**src/lcs_defines.vh**
```
/*
  Constants for the lubrication cycle sequencer: mode encodings,
  default settings and coded-alarm timing. Assumes a 10 MHz sys_clk.
*/
`ifndef LCS_DEFINES_VH
`define LCS_DEFINES_VH

`define LCS_CLK_HZ          10000000
`define LCS_TICK_MS         100
`define LCS_TICK_CYC        ((`LCS_CLK_HZ / 1000) * `LCS_TICK_MS)

// Completion mode
`define LCS_END_CYCLE       1'b0
`define LCS_END_PULSE       1'b1
// Cycle monitor: timer / no control / pressure switch
`define LCS_MON_TIMER       2'h0
`define LCS_MON_NONE        2'h1
`define LCS_MON_PS          2'h2
// Standby source
`define LCS_SBY_TIMER       2'h0
`define LCS_SBY_COUNT       2'h1
`define LCS_SBY_EITHER      2'h2
`define LCS_SBY_TOUT        2'h3
// Power-on phase
`define LCS_PON_STANDBY     2'h0
`define LCS_PON_LUBE        2'h1
`define LCS_PON_RESUME      2'h2
// Stop policy
`define LCS_STOP_NONE       2'h0
`define LCS_STOP_ALL        2'h1
`define LCS_STOP_NOTLEV     2'h2
`define LCS_STOP_LEVONLY    2'h3
// Alarm style
`define LCS_ALM_STD         1'b0
`define LCS_ALM_CODED       1'b1

// Defaults, standby in seconds, others in seconds or counts
`define LCS_DEF_STANDBY_S   20'h00168
`define LCS_DEF_TOUT_S      8'h1E
`define LCS_DEF_LUBE_S      8'h1E
`define LCS_DEF_CYCLES      8'h01
`define LCS_DEF_PRELUBE     8'h00

// Alarm codes
`define LCS_ALARM_LEVEL     4'h1
`define LCS_ALARM_PAUSE     4'h8
`define LCS_ALARM_PRESS     4'h7

// Coded-alarm timing
`define LCS_BURST_MS        500
`define LCS_GAP_MS          2000
`define LCS_BURST_TICKS     (`LCS_BURST_MS / `LCS_TICK_MS)
`define LCS_GAP_TICKS       (`LCS_GAP_MS / `LCS_TICK_MS)

`endif

```
**src/lcs_sequencer.v**
```verilog
/*
  Lubrication cycle sequencer: standby and lubrication phases, cycle
  monitoring, timeout supervision, prelube and alarm stop policy.
  Assumes field inputs are asynchronous and settings are static levels
  from the same clock. Retained phase and cycle progress come from and go to
  an external non-volatile store through plain ports.
*/
// What this block does
// - In cycle mode a cycle ends on the run timer, the cycle sensor or a pressure switch edge.
// - In pulse mode both phases end on external pulse counts, not timers.
// - Monitor is timer or pressure switch in cycle mode, none or switch in pulse.
// - Standby ends by timer, counter, or whichever first; default six minutes.
// - Counter-with-timeout standby ends on count, alarms if the timer expires first.
// - Each lube cycle except a timed run in cycle mode runs a timeout; expiry raises a timeout alarm.
// - Timer monitoring keeps the pump on for the set run time.
// - Count cycles and end lubrication at the set count, one to 250.
// - At power-on enter standby, lubrication or the retained phase.
// - Perform the set number of prelube cycles, zero to 250.
// - Standard style drops the alarm relay while an alarm exists.
// - Coded style pulses the relay with the alarm number.
// - Stop policy picks which alarms halt lubrication, including none.
// - Coded bursts are 500 ms with a 2000 ms gap before repeating.
// - Stop on every alarm, all but low level, or low level only.
`timescale 1ns/1ps
`include "lcs_defines.vh"

module lcs_sequencer #(
  parameter TICK_CYC = `LCS_TICK_CYC  // Cycles per 100 ms tick
) (
  input  wire        sys_clk,      // 10 MHz clock
  input  wire        rst_n,        // Synchronous reset, low
  input  wire        clkEn,        // Freezes all state when low
  input  wire        cycleEnd,     // Completion mode, 0 cycle 1 pulse
  input  wire [1:0]  cycleMonitor, // Monitor selection
  input  wire [1:0]  standby_source_select, // Standby source
  input  wire [19:0] standbySec,   // Standby time, seconds
  input  wire [7:0]  cycleToutSec, // Cycle timeout, seconds
  input  wire [7:0]  lubeSec,      // Pump run time, seconds
  input  wire [7:0]  lubeCycles,   // Cycles per phase
  input  wire [15:0] pauseCount,   // Standby pulse count
  input  wire [15:0] cycleCount,   // Lube pulse count, pulse mode
  input  wire [1:0]  powerOnMode,  // Power-on phase selection
  input  wire [7:0]  prelubeCount, // Prelube cycles
  input  wire        alarmCoded,   // Alarm style
  input  wire [1:0]  stopPolicy,   // Which alarms stop
  input  wire        alarmClear,   // Clears latched alarms
  input  wire        keptLube,     // Retained phase, 1 lubricating
  input  wire [7:0]  keptCycles,   // Retained cycle progress
  input  wire        cycleSensorIn, // Cycle sensor pin
  input  wire        pressureIn,   // Pressure switch pin
  input  wire        pulseIn,      // External pulse pin
  input  wire        lowLevelIn,   // Low level sensor pin
  output reg         pumpOn,       // Pump motor drive
  output reg         inLube,       // Lubrication phase active
  output reg         alarmRelay,   // Remote relay energised
  output reg  [3:0]  alarmCode,    // Active alarm number
  output reg         saveStrobe,   // Pulse: store phase and progress
  output reg  [7:0]  saveCycles    // Progress to retain
);

  localparam ST_BOOT = 3'h0;
  localparam ST_SBY  = 3'h1;
  localparam ST_RUN  = 3'h2;
  localparam ST_HOLD = 3'h3;
  localparam ST_STOP = 3'h4;
  localparam [31:0] TICK_LAST = TICK_CYC - 1;  // Wide so the divider takes a slice

  // Lubrication phase covers the run and the one-clock rest between cycles
  function isLube;
    input [2:0] st;
    isLube = (st == ST_RUN) || (st == ST_HOLD);
  endfunction

  reg [2:0]  state;
  reg [2:0]  next_state;
  reg [3:0]  syncA;
  reg [3:0]  syncB;
  reg [3:0]  prevB;
  reg [23:0] tickDiv;
  reg        tick;
  reg [3:0]  subSec;
  reg [19:0] secCnt;
  reg [15:0] pulseCnt;
  reg [7:0]  cycDone;
  reg [7:0]  preLeft;
  reg        almPause;
  reg        almPress;
  reg        stopIt;
  wire       codedRelay;

  // Field pins are asynchronous, so two flops before use
  always @(posedge sys_clk) begin
    if (!rst_n) begin
      syncA <= 4'h0;
      syncB <= 4'h0;
      prevB <= 4'h0;
    end else if (clkEn) begin
      syncA <= {lowLevelIn, pulseIn, pressureIn, cycleSensorIn};
      syncB <= syncA;
      prevB <= syncB;
    end
  end

  wire sensorOk  = syncB[0] & ~prevB[0];
  wire pressOk   = syncB[1];
  wire pressRise = syncB[1] & ~prevB[1];
  wire pulseEdge = syncB[2] & ~prevB[2];
  wire lowLevel  = syncB[3];

  // 100 ms time base keeps second counters narrow
  always @(posedge sys_clk) begin
    if (!rst_n) begin
      tickDiv <= 24'h000000;
      tick    <= 1'b0;
      subSec  <= 4'h0;
    end else if (clkEn) begin
      tick <= 1'b0;
      if (tickDiv >= TICK_LAST[23:0]) begin
        tickDiv <= 24'h000000;
        tick    <= 1'b1;
      end else begin
        tickDiv <= tickDiv + 24'h000001;
      end
      if (tick) begin
        subSec <= (subSec == 4'h9) ? 4'h0 : subSec + 4'h1;
      end
    end
  end

  wire secTick = tick & (subSec == 4'h9);

  // effective monitor, pulse mode has no timer choice
  wire [1:0] mon = (cycleEnd == `LCS_END_PULSE)
                   ? ((cycleMonitor == `LCS_MON_PS) ? `LCS_MON_PS : `LCS_MON_NONE)
                   : ((cycleMonitor == `LCS_MON_PS) ? `LCS_MON_PS : `LCS_MON_TIMER);

  wire sbyTimeUp = (secCnt >= standbySec);
  wire sbyCntUp  = (pulseCnt >= pauseCount);
  reg  sbyDone;
  always @* begin
    sbyDone = 1'b0;
    if (cycleEnd == `LCS_END_PULSE) begin
      sbyDone = sbyCntUp;
    end else begin
      case (standby_source_select)
        `LCS_SBY_TIMER:  sbyDone = sbyTimeUp;
        `LCS_SBY_COUNT:  sbyDone = sbyCntUp;
        `LCS_SBY_EITHER: sbyDone = sbyTimeUp | sbyCntUp;
        default:         sbyDone = sbyCntUp;
      endcase
    end
  end

  // Cycle completion per mode and monitor
  reg cycOk;
  always @* begin
    cycOk = 1'b0;
    if (cycleEnd == `LCS_END_PULSE) begin
      cycOk = (pulseCnt >= cycleCount) & ((mon != `LCS_MON_PS) | pressOk);
    end else if (mon == `LCS_MON_TIMER) begin
      cycOk = (secCnt >= {12'h000, lubeSec});
    end else begin
      // sensor or fresh switch edge; a level may linger from the last cycle
      cycOk = sensorOk | pressRise;
    end
  end

  // timeout does not apply to a plain timed run
  wire cycTout = (mon != `LCS_MON_TIMER || cycleEnd == `LCS_END_PULSE)
                 && (secCnt >= {12'h000, cycleToutSec});
  wire lastCyc = (preLeft != 8'h00) ? (preLeft == 8'h01)
                 : (cycDone + 8'h01 >= lubeCycles);

  always @* begin
    case (stopPolicy)
      `LCS_STOP_NONE:    stopIt = 1'b0;
      `LCS_STOP_ALL:     stopIt = lowLevel | almPause | almPress;
      `LCS_STOP_NOTLEV:  stopIt = almPause | almPress;
      `LCS_STOP_LEVONLY: stopIt = lowLevel;
      default:           stopIt = 1'b0;
    endcase
  end

  // a timeout halts the run only where the policy stops on it
  wire toutStops = (stopPolicy == `LCS_STOP_ALL) || (stopPolicy == `LCS_STOP_NOTLEV);
  wire cycFin    = cycOk | (cycTout & ~toutStops);
  wire countNow  = (state == ST_RUN) && cycFin && !stopIt;

  // progress after this edge, also the value offered for retention
  wire [7:0] next_cycDone = (state == ST_BOOT)
                            ? ((powerOnMode == `LCS_PON_RESUME) ? keptCycles : 8'h00)
                            : (countNow && preLeft == 8'h00)
                              ? (lastCyc ? 8'h00 : cycDone + 8'h01)
                              : cycDone;

  // Phase sequencing
  always @* begin
    next_state = state;
    case (state)
      ST_BOOT: begin
        if (powerOnMode == `LCS_PON_LUBE || prelubeCount != 8'h00)
          next_state = ST_RUN;
        else if (powerOnMode == `LCS_PON_RESUME && keptLube)
          next_state = ST_RUN;
        else
          next_state = ST_SBY;
      end
      ST_SBY:  next_state = stopIt ? ST_STOP : (sbyDone ? ST_RUN : ST_SBY);
      ST_RUN:  begin
        if (stopIt)
          next_state = ST_STOP;
        else if (cycFin)
          next_state = lastCyc ? ST_SBY : ST_HOLD;
        else if (cycTout)
          next_state = ST_STOP;
      end
      ST_HOLD: next_state = ST_RUN;
      ST_STOP: next_state = (alarmClear && !lowLevel) ? ST_SBY : ST_STOP;
      default: next_state = ST_SBY;
    endcase
  end

  // State, counters and latched alarms
  always @(posedge sys_clk) begin
    if (!rst_n) begin
      state      <= ST_BOOT;
      secCnt     <= 20'h00000;
      pulseCnt   <= 16'h0000;
      cycDone    <= 8'h00;
      preLeft    <= 8'h00;
      almPause   <= 1'b0;
      almPress   <= 1'b0;
      saveStrobe <= 1'b0;
      saveCycles <= 8'h00;
      pumpOn     <= 1'b0;
      inLube     <= 1'b0;
      alarmCode  <= 4'h0;
    end else if (clkEn) begin
      state      <= next_state;
      saveStrobe <= 1'b0;
      if (next_state != state) begin
        secCnt   <= 20'h00000;
        pulseCnt <= 16'h0000;
      end else begin
        if (secTick)
          secCnt <= secCnt + 20'h00001;
        if (pulseEdge && pulseCnt != 16'hFFFF)
          pulseCnt <= pulseCnt + 16'h0001;
      end
      cycDone <= next_cycDone;
      if (state == ST_BOOT) begin
        preLeft <= prelubeCount;
      end else if (countNow && preLeft != 8'h00) begin
        preLeft <= preLeft - 8'h01;
      end
      // pause timeout alarm, set wins over clear
      if (state == ST_SBY && cycleEnd == `LCS_END_CYCLE
          && standby_source_select == `LCS_SBY_TOUT && sbyTimeUp && !sbyCntUp)
        almPause <= 1'b1;
      else if (alarmClear)
        almPause <= 1'b0;
      if (state == ST_RUN && !cycOk && cycTout)
        almPress <= 1'b1;
      else if (alarmClear)
        almPress <= 1'b0;
      // retain on a change of phase, not on the rest between cycles
      if (isLube(next_state) != isLube(state) && state != ST_BOOT) begin
        saveStrobe <= 1'b1;
        saveCycles <= next_cycDone;
      end
      pumpOn    <= (next_state == ST_RUN);
      inLube    <= isLube(next_state);
      alarmCode <= lowLevel ? `LCS_ALARM_LEVEL
                 : almPress ? `LCS_ALARM_PRESS
                 : almPause ? `LCS_ALARM_PAUSE : 4'h0;
    end
  end

  // Relay coder registers its own output
  lcs_alarm_coder uCoder (
    .sys_clk    (sys_clk),
    .rst_n      (rst_n),
    .clkEn      (clkEn),
    .tick       (tick),
    .codedStyle (alarmCoded),
    .alarmCode  (alarmCode),
    .relayOn    (codedRelay)
  );

  always @(posedge sys_clk) begin
    if (!rst_n)
      alarmRelay <= 1'b1;
    else if (clkEn)
      alarmRelay <= codedRelay;
  end

endmodule // lcs_sequencer

```
**src/lcs_alarm_coder.v**
```verilog
/*
  Remote alarm relay driver, standard or pulse coded.
  Assumes a 100 ms tick pulse on the same clock.
*/
`timescale 1ns/1ps
`include "lcs_defines.vh"

module lcs_alarm_coder (
  input  wire       sys_clk,    // System clock
  input  wire       rst_n,      // Synchronous reset, low
  input  wire       clkEn,      // Clock enable
  input  wire       tick,       // 100 ms tick
  input  wire       codedStyle, // High for coded style
  input  wire [3:0] alarmCode,  // Active alarm, zero when none
  output reg        relayOn     // Relay energised
);

  reg [3:0] pulseLeft;
  reg [4:0] tickCnt;
  reg       inGap;

  // Last tick of gap and burst, kept wide so the compares take a slice
  localparam [31:0] GAP_LAST   = `LCS_GAP_TICKS - 1;
  localparam [31:0] BURST_LAST = `LCS_BURST_TICKS - 1;

  // Relay held energised when no alarm; standard style drops it for the alarm
  always @(posedge sys_clk) begin
    if (!rst_n) begin
      relayOn   <= 1'b1;
      pulseLeft <= 4'h0;
      tickCnt   <= 5'h00;
      inGap     <= 1'b1;
    end else if (clkEn) begin
      if (alarmCode == 4'h0) begin
        relayOn   <= 1'b1;
        pulseLeft <= 4'h0;
        tickCnt   <= 5'h00;
        inGap     <= 1'b1;
      end else if (codedStyle != `LCS_ALM_CODED) begin
        relayOn <= 1'b0;
      end else if (tick) begin
        if (inGap) begin
          relayOn <= 1'b0;
          if (tickCnt >= GAP_LAST[4:0]) begin
            inGap     <= 1'b0;
            tickCnt   <= 5'h00;
            pulseLeft <= alarmCode;
            relayOn   <= 1'b1;
          end else begin
            tickCnt <= tickCnt + 5'h01;
          end
        end else if (tickCnt >= BURST_LAST[4:0]) begin
          tickCnt <= 5'h00;
          if (relayOn) begin
            relayOn   <= 1'b0;
            pulseLeft <= pulseLeft - 4'h1;
            if (pulseLeft == 4'h1) begin
              inGap <= 1'b1;
            end
          end else begin
            relayOn <= 1'b1;
          end
        end else begin
          tickCnt <= tickCnt + 5'h01;
        end
      end
    end
  end

endmodule // lcs_alarm_coder

```
**config.mk**
```make
export PLATFORM = sky130hd
export DESIGN_NAME = lcs_sequencer
export DESIGN_NICKNAME = d
export VERILOG_FILES = /design/src/lcs_sequencer.v /design/src/lcs_alarm_coder.v
export VERILOG_INCLUDE_DIRS = /design/src
export SDC_FILE = /design/constraint.sdc
export NUM_CORES = 1
export LEC_CHECK = 0
export ABC_AREA = 1
export CAP_MARGIN = 30
export CORE_MARGIN = 2
export CORE_UTILIZATION = 50
export DETAILED_ROUTE_END_ITERATION = 10
export DONT_BUFFER_PORTS = 1
export HOLD_SLACK_MARGIN = 0.12
export PLACE_DENSITY = 0.75
export RECOVER_POWER = 50
export REMOVE_ABC_BUFFERS = 1
export SLEW_MARGIN = 20
export SYNTH_ARGS = -nofsm -noshare
export SYNTH_HDL_FRONTEND = slang
export SYNTH_SLANG_ARGS = --single-unit
export TNS_END_PERCENT = 100
```
**constraint.sdc**
```tcl
create_clock -name sys_clk -period 8.75 [get_ports sys_clk]
set_input_delay 0.875 -clock sys_clk [delete_from_list [all_inputs] [get_ports sys_clk]]
set_output_delay 0.875 -clock sys_clk [all_outputs]
set_load 0.1 [all_outputs]
```
# Word level (Yosys, flattened, before mapping)
# Index checks and enable logic that the tools add are counted.
# word_totals
mem_bits_rw	0
output_inout_bits	16
wordCells	202
memories	0
latch_bits	0
romBits	0
ff_bits	124
# op_classes
magnitude_cmp	9
mux	67
reduce_logical	53
div_mod_pow	0
n_eq_ne	24
addsub	8
multipliers	0
bitwise	18
shift	0
# ops
op	n
two-way mux 8 bit	6
two-way mux 4 bit	11
greater-or-equal comparator 20 x 8 -> 1 bit	2
two-way mux 20 bit	2
greater-or-equal comparator 16 bit	2
two-way mux 16 bit	2
two-way mux 5 bit	6
adder 24 x 1 -> 24 bit (second input constant)	1
greater-or-equal comparator 24 x 20 -> 1 bit (second input constant)	1
two-way mux 1 bit	24
two-way mux 24 bit	1
adder 20 x 1 -> 20 bit (second input constant)	1
greater-or-equal comparator 20 bit	1
adder 16 x 1 -> 16 bit (second input constant)	1
inequality test 16 bit (second input constant)	1
nonzero test 2 bit	8
nonzero test 8 bit	2
logical AND 1 bit	15
two-way mux 3 bit	5
one-hot mux 3 bit (5 select lines)	1
two-way mux 2 bit	7
AND reduction 2 bit	7
equality test 2 bit (second input constant)	6
equality test 3 x 2 -> 1 bit (second input constant)	4
other kinds (34)	62

# Longest topological paths before layout
# Gate-level depths: netlist of the first run.
# depth
word_depth	16
ltp_mapped	25
mapped_depth_nobuf	24

# Modules after synthesis
# From an unflattened synthesis of the first run, not the netlist that was laid out.
# hier_totals
cells_unflattened	1393
hier_area_um2	9118.7
# modules_own_cells
mod	seq_area_each_um2	cells_each	instances	area_per_inst_um2
lcs_sequencer	2242.2	1271	1	8336.7
lcs_alarm_coder	220.2	122	1	782.0

# Worst setup path after synthesis of the first run
# No wires, ideal clock.
# synth_path
path_kind	register to register
from	register cycDone[0]
to	register pulseCnt[13]
setup_slack_ns	5.731
required_ns	8.618
stages_incl_launch_ff	22
path_buffers	1
arrival_time_ns	2.887
cell_sequence	dfxtp_1 > inv_1 > nor3_1 > nand4_1 > nor2_1 > xor2_1 > inv_1 > ha_1 > nand2_1 > nor2_1 > nand4_1 > nand4_1 > o2111ai_2 > nand3_2 > nand2_2 > nand2_1 > nand2_2 > nand3_4 > nand2_2 > buf_4 > nand2_1 > a21oi_1
# synth_between
elab_chain_len	10
# synth_rtl
item	line_no	text
start: declaration	lcs_sequencer.v:84	reg [7:0] cycDone;
start signal: assignment	lcs_sequencer.v:250	cycDone <= next_cycDone;
adder 8 x 1 -> 8 bit *	lcs_sequencer.v:172	: (cycDone + 8'h01 >= lubeCycles);
greater-or-equal comparator 8 bit *	lcs_sequencer.v:172	
two-way mux 1 bit *	lcs_sequencer.v:171	wire lastCyc = (preLeft != 8'h00) ? (preLeft == 8'h01)
two-way mux 2 bit *	lcs_sequencer.v:213	next_state = lastCyc ? ST_SBY : ST_HOLD;
two-way mux 3 bit *	lcs_sequencer.v:212	else if (cycFin)
two-way mux 3 bit *	lcs_sequencer.v:210	if (stopIt)
one-hot mux 3 bit (5 select lines) *	lcs_sequencer.v:199	case (state)
inequality test 3 bit *	lcs_sequencer.v:241	if (next_state != state) begin
nonzero test 2 bit (no source line)	--	
AND reduction 2 bit (no source line)	--	
end signal: assignment	lcs_sequencer.v:248	pulseCnt <= pulseCnt + 16'h0001;
end: declaration	lcs_sequencer.v:83	reg [15:0] pulseCnt;
# Every way passes the cells marked *; elsewhere a longest branch is shown, timed or not.
# A chain may end at the register's enable or synchronous reset.

# Worst setup path after layout of the first run
# layout_path
from	register cycDone[0]
to	register secCnt[16]
# layout_between
elab_chain_len	10
# layout_rtl
item	line_no	text
adder 8 x 1 -> 8 bit *	lcs_sequencer.v:172	
greater-or-equal comparator 8 bit *	lcs_sequencer.v:172	
two-way mux 1 bit *	lcs_sequencer.v:171	
two-way mux 2 bit *	lcs_sequencer.v:213	
two-way mux 3 bit *	lcs_sequencer.v:212	
two-way mux 3 bit *	lcs_sequencer.v:210	
one-hot mux 3 bit (5 select lines) *	lcs_sequencer.v:199	
inequality test 3 bit *	lcs_sequencer.v:241	
nonzero test 2 bit (no source line)	--	
AND reduction 2 bit (no source line)	--	
end signal: assignment	lcs_sequencer.v:246	secCnt <= secCnt + 20'h00001;
end: declaration	lcs_sequencer.v:82	reg [19:0] secCnt;
# Marked as above.

==> results.yml, run 1 <==
global_routing:
  grt_start_max_net_pins: 69
  grt_pass1_vias: 7666
  grt_pass1_wl_microns: 35200
  gr-total-overflow: 0
  grt_usage: 0.230
  antenna_found_initial: 0
placement:
  dp.cells: 1548
  place_congestion: 0.892
  portBuffers: 0
  dp_hpwl_microns: 15600
run_status:
  violations: "max-capacitance violations, max-slew violations"
  status: "complete, but fails checks"
timing:
  max_slew.worst_pin.slew_ps: 2700
  rsz0062_at_grt: "false"
  tns_ps: 0
  drv_slew: 57
  relSlewSlack: -0.797
  period_minus_slack_ps: 3680
  post-route-period-util: 0.421
  max_freq_mhz: 271
  setup_viol: 0
  hold_viol_final: 0
  clock_skew_ps: 14.8
yosys:
  netlist_area_sq_mm: 0.00897
  ys.flop_type: "dfxtp_1"
  synth.area.top_cells: "dfxtp_1, ha_1, inv_1"
  synth_top_area_frac: 0.275
  async_flop_share: 0
  yosysSeqAreaShare: 0.275
  ys.warnings.count: 0
  synth_edf_count: 0
  synthCells: 1350
  ys_ff_latch: 123
  syn_area_per_cell_sq_um: 6.64
  yosysUniqueCellTypes: 45
  synth_top_area_cell: "dfxtp_1"
critical_path:
  regToRegSetupSlack_ps: 5070
  critPathMaxFanout: 27
  crit_chain: "inv_1 -> nor3_1 -> nand4_1 -> nor2_1 -> xor2_1 -> inv_1 -> ha_1 -> nand2_1 -> nor2_1 -> nand4_1 -> nand4_1 -> o2111ai_2 -> nand3_2 -> nand2_2 -> nand2_1 -> nand2_4 -> nor2_8 -> nand4_1 -> a21oi_1"
  r2r_cells: 19
  critPathKind: "reg2reg"
  max_stage_delay_ps: 370
  worstReg2RegStart: "cycDone[0]$_SDFFE_PN0P_"
  path_common_cell: "nand4_1"
  cp_data_required_time_ps: 9070
  cp-start-kind: "flip-flop"
  r2r-end: "secCnt[16]$_SDFFE_PN0P_"
  arrival_ps: 4000
  crit_slowest_cell: "dfxtp_1"
  worst_setup_path_end_kind: "flip-flop"
clocking:
  cts_buffer_depth: 2
  cts_buffers: 17
  post_cts_resized: 0
  cts_tree: "done"
  cts_root_buffer: "clkbuf_16"
  clkSinkCount: 123
  insertion_delay_ps: 420
  h-tree-depth: 4
  post_cts_buffers: 0
  clk_pin_slew_ps: 60
  cts_hold_buf: 0
hold_path:
  hold_depth: 2
  min_path_type: "reg2reg"
  hold_path_end: "tickDiv[22]$_SDFFE_PN0P_"
  hold_path_startpoint: "tickDiv[22]$_SDFFE_PN0P_"
routing:
  ant_nets: 0
  wire_per_inst_microns: 13.5
  drt-initial-drc-count: 458
  totalWireLength_microns: 21300
  drc: 0
  routed_via_density: 5.26
  first_pass_iters: 5
  vias: 8314
pwr:
  powerDensity_mw_per_mm2: 161
  p_leak_uw: 0.00467
  vdd_drop_max_v: 0.000153
die:
  start_util: 0.515
  pin_count: 127
  rows: 48
  dieWidth_microns: 138
  core_area_sq_mm: 0.0174
  dieArea_sq_mm: 0.0190
  die_height_microns: 138
layout:
  fin_nets: 1546
  layout.cells.non_filler: 1582
  syn_to_final_growth_pct: 8.23
  drive_gt1_frac: 0.0494
  antenna_cells: 0
  final_common_cell: "inv_1"
  final_cell_mix: "inv_1, nand2_1, nor2_1"
flow_run:
  drv_cap: 2
## state kept, by name, indices dropped and copies added, names as in the netlist, 3 cells and up
register,count
uCoder.pulseLeft,4
prevB,3
uCoder.tickCnt,5
syncA,4
alarmCode,3
state,3
saveCycles,8
syncB,4
secCnt,20
pulseCnt,16
preLeft,8
subSec,4
cycDone,8
tickDiv,24
## stage by stage
stage	hold slack, ps	util	total power [uW]	cell area [sq um]	setup slack (ps)
finish	444	0.557	1560	9710	5070
global route	457	0.557	1630	9710	4660
CTS	443	0.562	1570	9790	5090
detailed placement	432	0.529	894	9220	5120
global placement	427	0.522	879	9100	5310
floorplan	419	-	833	8790	5700
## Yosys cell counts, types with 3 or more instances
cell,count
buf_6,3
xnor2_1,5
nand2_1,248
ha_1,89
inv_1,250
inv_2,4
nand3_2,3
buf_1,3
nor2_1,124
nand3_1,67
o21bai_1,3
nand2_4,5
buf_2,3
nand2_2,7
clkbuf_1,27
a21oi_1,116
xor2_1,33
a211oi_1,9
o211ai_1,6
nor3_1,37
dfxtp_1,123
nor4_1,9
nor2_2,6
nand4_1,51
o21ai_0,74
nor3b_1,9
a31oi_1,10
## worst max-delay path: cells and delay by family, from the launching register on
| family | cells | cell delay, ps |
|---|---|---|
| flops | 1 | 370 |
| buf+inv | 2 | 170 |
| simple gates | 13 | 2150 |
| xor+xnor | 1 | 150 |
| fa+ha+maj | 1 | 290 |
| compound gates | 2 | 440 |
## metal layers
metal,global-route usage,part of all wire,vias up
met1,0.290,0.46,3724
li1,-,-,4395
met3,0.0567,0.057,29
met2,0.384,0.47,166
met5,0,0,-
met4,0.0799,0.020,0
## final cells by class
type	instances	area, sq um
multi-input combinational	934	5370
inverter	255	957
sequential	123	2460
fill	1750	7710
tap	225	282
clock inverter	12	126
clock buffer	18	439
timing repair buffer	15	67.6
## power by group
group | total, uW | switching (uW) | internal (uW)
clock network | 681 | 261 | 420
registers | 635 | 53.0 | 582
logic | 243 | 167 | 75.7
## worst max path at each step
stage	from	endpoint	slack [ps]	cells after the start
3_3_place_gp	cycDone[0]$_SDFFE_PN0P_	pulseCnt[7]$_SDFFE_PN0P_	5310	19
3_5_place_dp	cycDone[0]$_SDFFE_PN0P_	secCnt[16]$_SDFFE_PN0P_	5120	19
4_1_cts	cycDone[0]$_SDFFE_PN0P_	secCnt[16]$_SDFFE_PN0P_	5090	19
2_1_floorplan	cycDone[0]$_SDFFE_PN0P_	pulseCnt[11]$_SDFFE_PN0P_	5700	19
5_1_grt	cycDone[0]$_SDFFE_PN0P_	pulseCnt[8]$_SDFFE_PN0P_	4660	19
6_report	cycDone[0]$_SDFFE_PN0P_	secCnt[16]$_SDFFE_PN0P_	5070	19
## cell families after synthesis
| logic type | after synthesis | synth area share |
|---|---|---|
| AO/OA/AOI/OAI | 231 | 0.141 |
| XOR/XNOR | 38 | 0.0371 |
| adder cells (fa/ha/maj) | 89 | 0.124 |
| buffers and inverters | 293 | 0.126 |
| flip-flops | 123 | 0.275 |
| AND/OR/NAND/NOR | 576 | 0.297 |
No activity file was read; power rests on OpenSTA's default activity.
==> inputs of run 2 (changes only) <==
- clock period: 8.75 -> 3.65 ns (I/O delays scaled with it)
==> results.yml, run 2 (synthesis gave the netlist of run 1 again) <==
routing:
  totalWireLength_microns: 22300
  ant_nets: 0
  wire_per_inst_microns: 14.0
  first_pass_iters: 5
  vias: 8553
  routed_via_density: 5.37
  drt-initial-drc-count: 623
  drc: 0
critical_path:
  worstReg2RegStart: "cycDone[0]$_SDFFE_PN0P_"
  cp-start-kind: "flip-flop"
  r2r_cells: 19
  cp_data_required_time_ps: 3990
  regToRegSetupSlack_ps: 270
  crit_slowest_cell: "dfxtp_1"
  cpLargestDelayFamily: "simple AND/OR/NAND/NOR gates"
  critPathKind: "reg2reg"
  r2r-end: "pulseCnt[12]$_SDFFE_PN0P_"
  path_buf_inv: 2
  worst_setup_path_end_kind: "flip-flop"
  max_stage_delay_ps: 400
  arrival_ps: 3720
  path_common_cell: "nand4_1"
  path_depth: 19
  critPathMaxFanout: 13
  crit_chain: "inv_1 -> nor3_2 -> nand4_1 -> nor2_1 -> xor2_1 -> inv_1 -> ha_1 -> nand2_1 -> nor2_1 -> nand4_1 -> nand4_1 -> o2111ai_2 -> nand3_2 -> nand2_2 -> nand2_1 -> nand2_4 -> nor2_4 -> nand4_1 -> a21oi_1"
pwr:
  finalPower_uw: 3910
  powerDensity_mw_per_mm2: 395
  p_leak_uw: 0.00474
  vdd_drop_max_v: 0.000363
layout:
  final_area_sq_mm: 0.00990
  syn_to_final_growth_pct: 10.4
  drive_gt1_frac: 0.0534
  top_register: "tickDiv"
  final_cell_mix: "inv_1, nand2_1, nor2_1"
  fin_nets: 1555
  final_common_cell: "inv_1"
  largest_register_ffs: 24
  layout.cells.non_filler: 1593
  antenna_cells: 0
  largestRegisters: "tickDiv: 24 flops, secCnt: 20 flops, pulseCnt: 16 flops"
timing:
  tns_ps: 0
  max_freq_mhz: 296
  drv_slew: 55
  clock_skew_ps: 13.0
  rsz0062_at_grt: "false"
  hold_viol_final: 0
  setup_viol: 0
  post-route-period-util: 0.926
  period_minus_slack_ps: 3380
  relSlewSlack: -0.630
  max_slew.worst_pin.slew_ps: 2440
die:
  start_util: 0.515
  pin_count: 127
  dieArea_sq_mm: 0.0190
  dieWidth_microns: 138
  rows: 48
  core_area_sq_mm: 0.0174
  die_height_microns: 138
clocking:
  clk_pin_slew_ps: 60
  cts_tree: "done"
  insertion_delay_ps: 430
  clkSinkCount: 123
  cts_buffer_depth: 2
  cts_root_buffer: "clkbuf_16"
  cts_buffers: 17
  h-tree-depth: 4
global_routing:
  gr-total-overflow: 0
  grt_pass1_wl_microns: 36200
  grt_usage: 0.239
  grt_start_max_net_pins: 61
  grt_util_met1: 0.305
  grt_pass1_vias: 7795
  use_met3: 0.0581
  antenna_found_initial: 0
  busiest_layer: "met2"
  grt_use_met2: 0.397
placement:
  portBuffers: 0
  place_congestion: 0.859
  dp.cells: 1547
  dpl_cell_area_sq_mm: 0.00915
  dp_hpwl_microns: 15500
hold_path:
  hold_depth: 2
  min_path_type: "in2reg"
  hold_path_end: "secCnt[8]$_SDFFE_PN0P_"
  hold_path_startpoint: "clkEn"
run_status:
  status: "complete, but fails checks"
  violations: "max-capacitance violations, max-slew violations"
flow_run:
  drv_cap: 2
[run 2: worst max path at each step]
stage                                       start                   endpoint
after floorplan           cycDone[0]$_SDFFE_PN0P_  pulseCnt[11]$_SDFFE_PN0P_
final                     cycDone[0]$_SDFFE_PN0P_  pulseCnt[12]$_SDFFE_PN0P_
after global placement    cycDone[0]$_SDFFE_PN0P_   pulseCnt[8]$_SDFFE_PN0P_
after global routing      cycDone[0]$_SDFFE_PN0P_  pulseCnt[13]$_SDFFE_PN0P_
after detailed placement  cycDone[0]$_SDFFE_PN0P_    secCnt[15]$_SDFFE_PN0P_
after CTS                 cycDone[0]$_SDFFE_PN0P_    secCnt[15]$_SDFFE_PN0P_
[run 2: what timing repair did]
item	4_1_cts	5_1_grt
setup endpoints to repair	0	39
hold buffers	13	0
hold endpoints to repair	48	0
setup buffers	0	0
gates resized for setup	0	2
[run 2: stage by stage]
stage	utilization	setup WS [ps]	hold slack, ps
after floorplan	-	600	419
after global placement	0.525	404	429
after detailed placement	0.525	191	431
after CTS	0.568	162	122
after global routing	0.568	41.5	122
final	0.568	271	135
[run 2: layout make-up]
cell class / count / area [sq um]
clock buffers: 19 / 443
multi-input cells: 935 / 5390
fillers: 1654 / 7520
repair buffers: 23 / 196
clock inverters: 13 / 169
inverters: 255 / 957
flip-flops and latches: 123 / 2460
well taps: 225 / 282
[run 2: worst reg2reg max path, stage by stage, from the launching register on]
cell and delay, ps:
dfxtp_1 400, inv_1 110, nor3_2 280, nand4_1 160
nor2_1 160, xor2_1 160, inv_1 70, ha_1 290
nand2_1 70, nor2_1 140, nand4_1 100, nand4_1 110
o2111ai_2 130, nand3_2 170, nand2_2 90, nand2_1 100
nand2_4 110, nor2_4 340, nand4_1 140, a21oi_1 180
[run 2: layer usage]
metal,vias to the layer above,part of all wire
met4,0,0.021
li1,4416,-
met2,227,0.47
met5,-,0
met3,40,0.062
met1,3870,0.45
[run 2: power by group]
part / switching, uW / leakage, uW / total [uW] / internal, uW
Combinational: 414 / 0.00345 / 614 / 200
Sequential: 144 / 0.00100 / 1540 / 1390
Clock: 659 / 0.000286 / 1750 / 1100
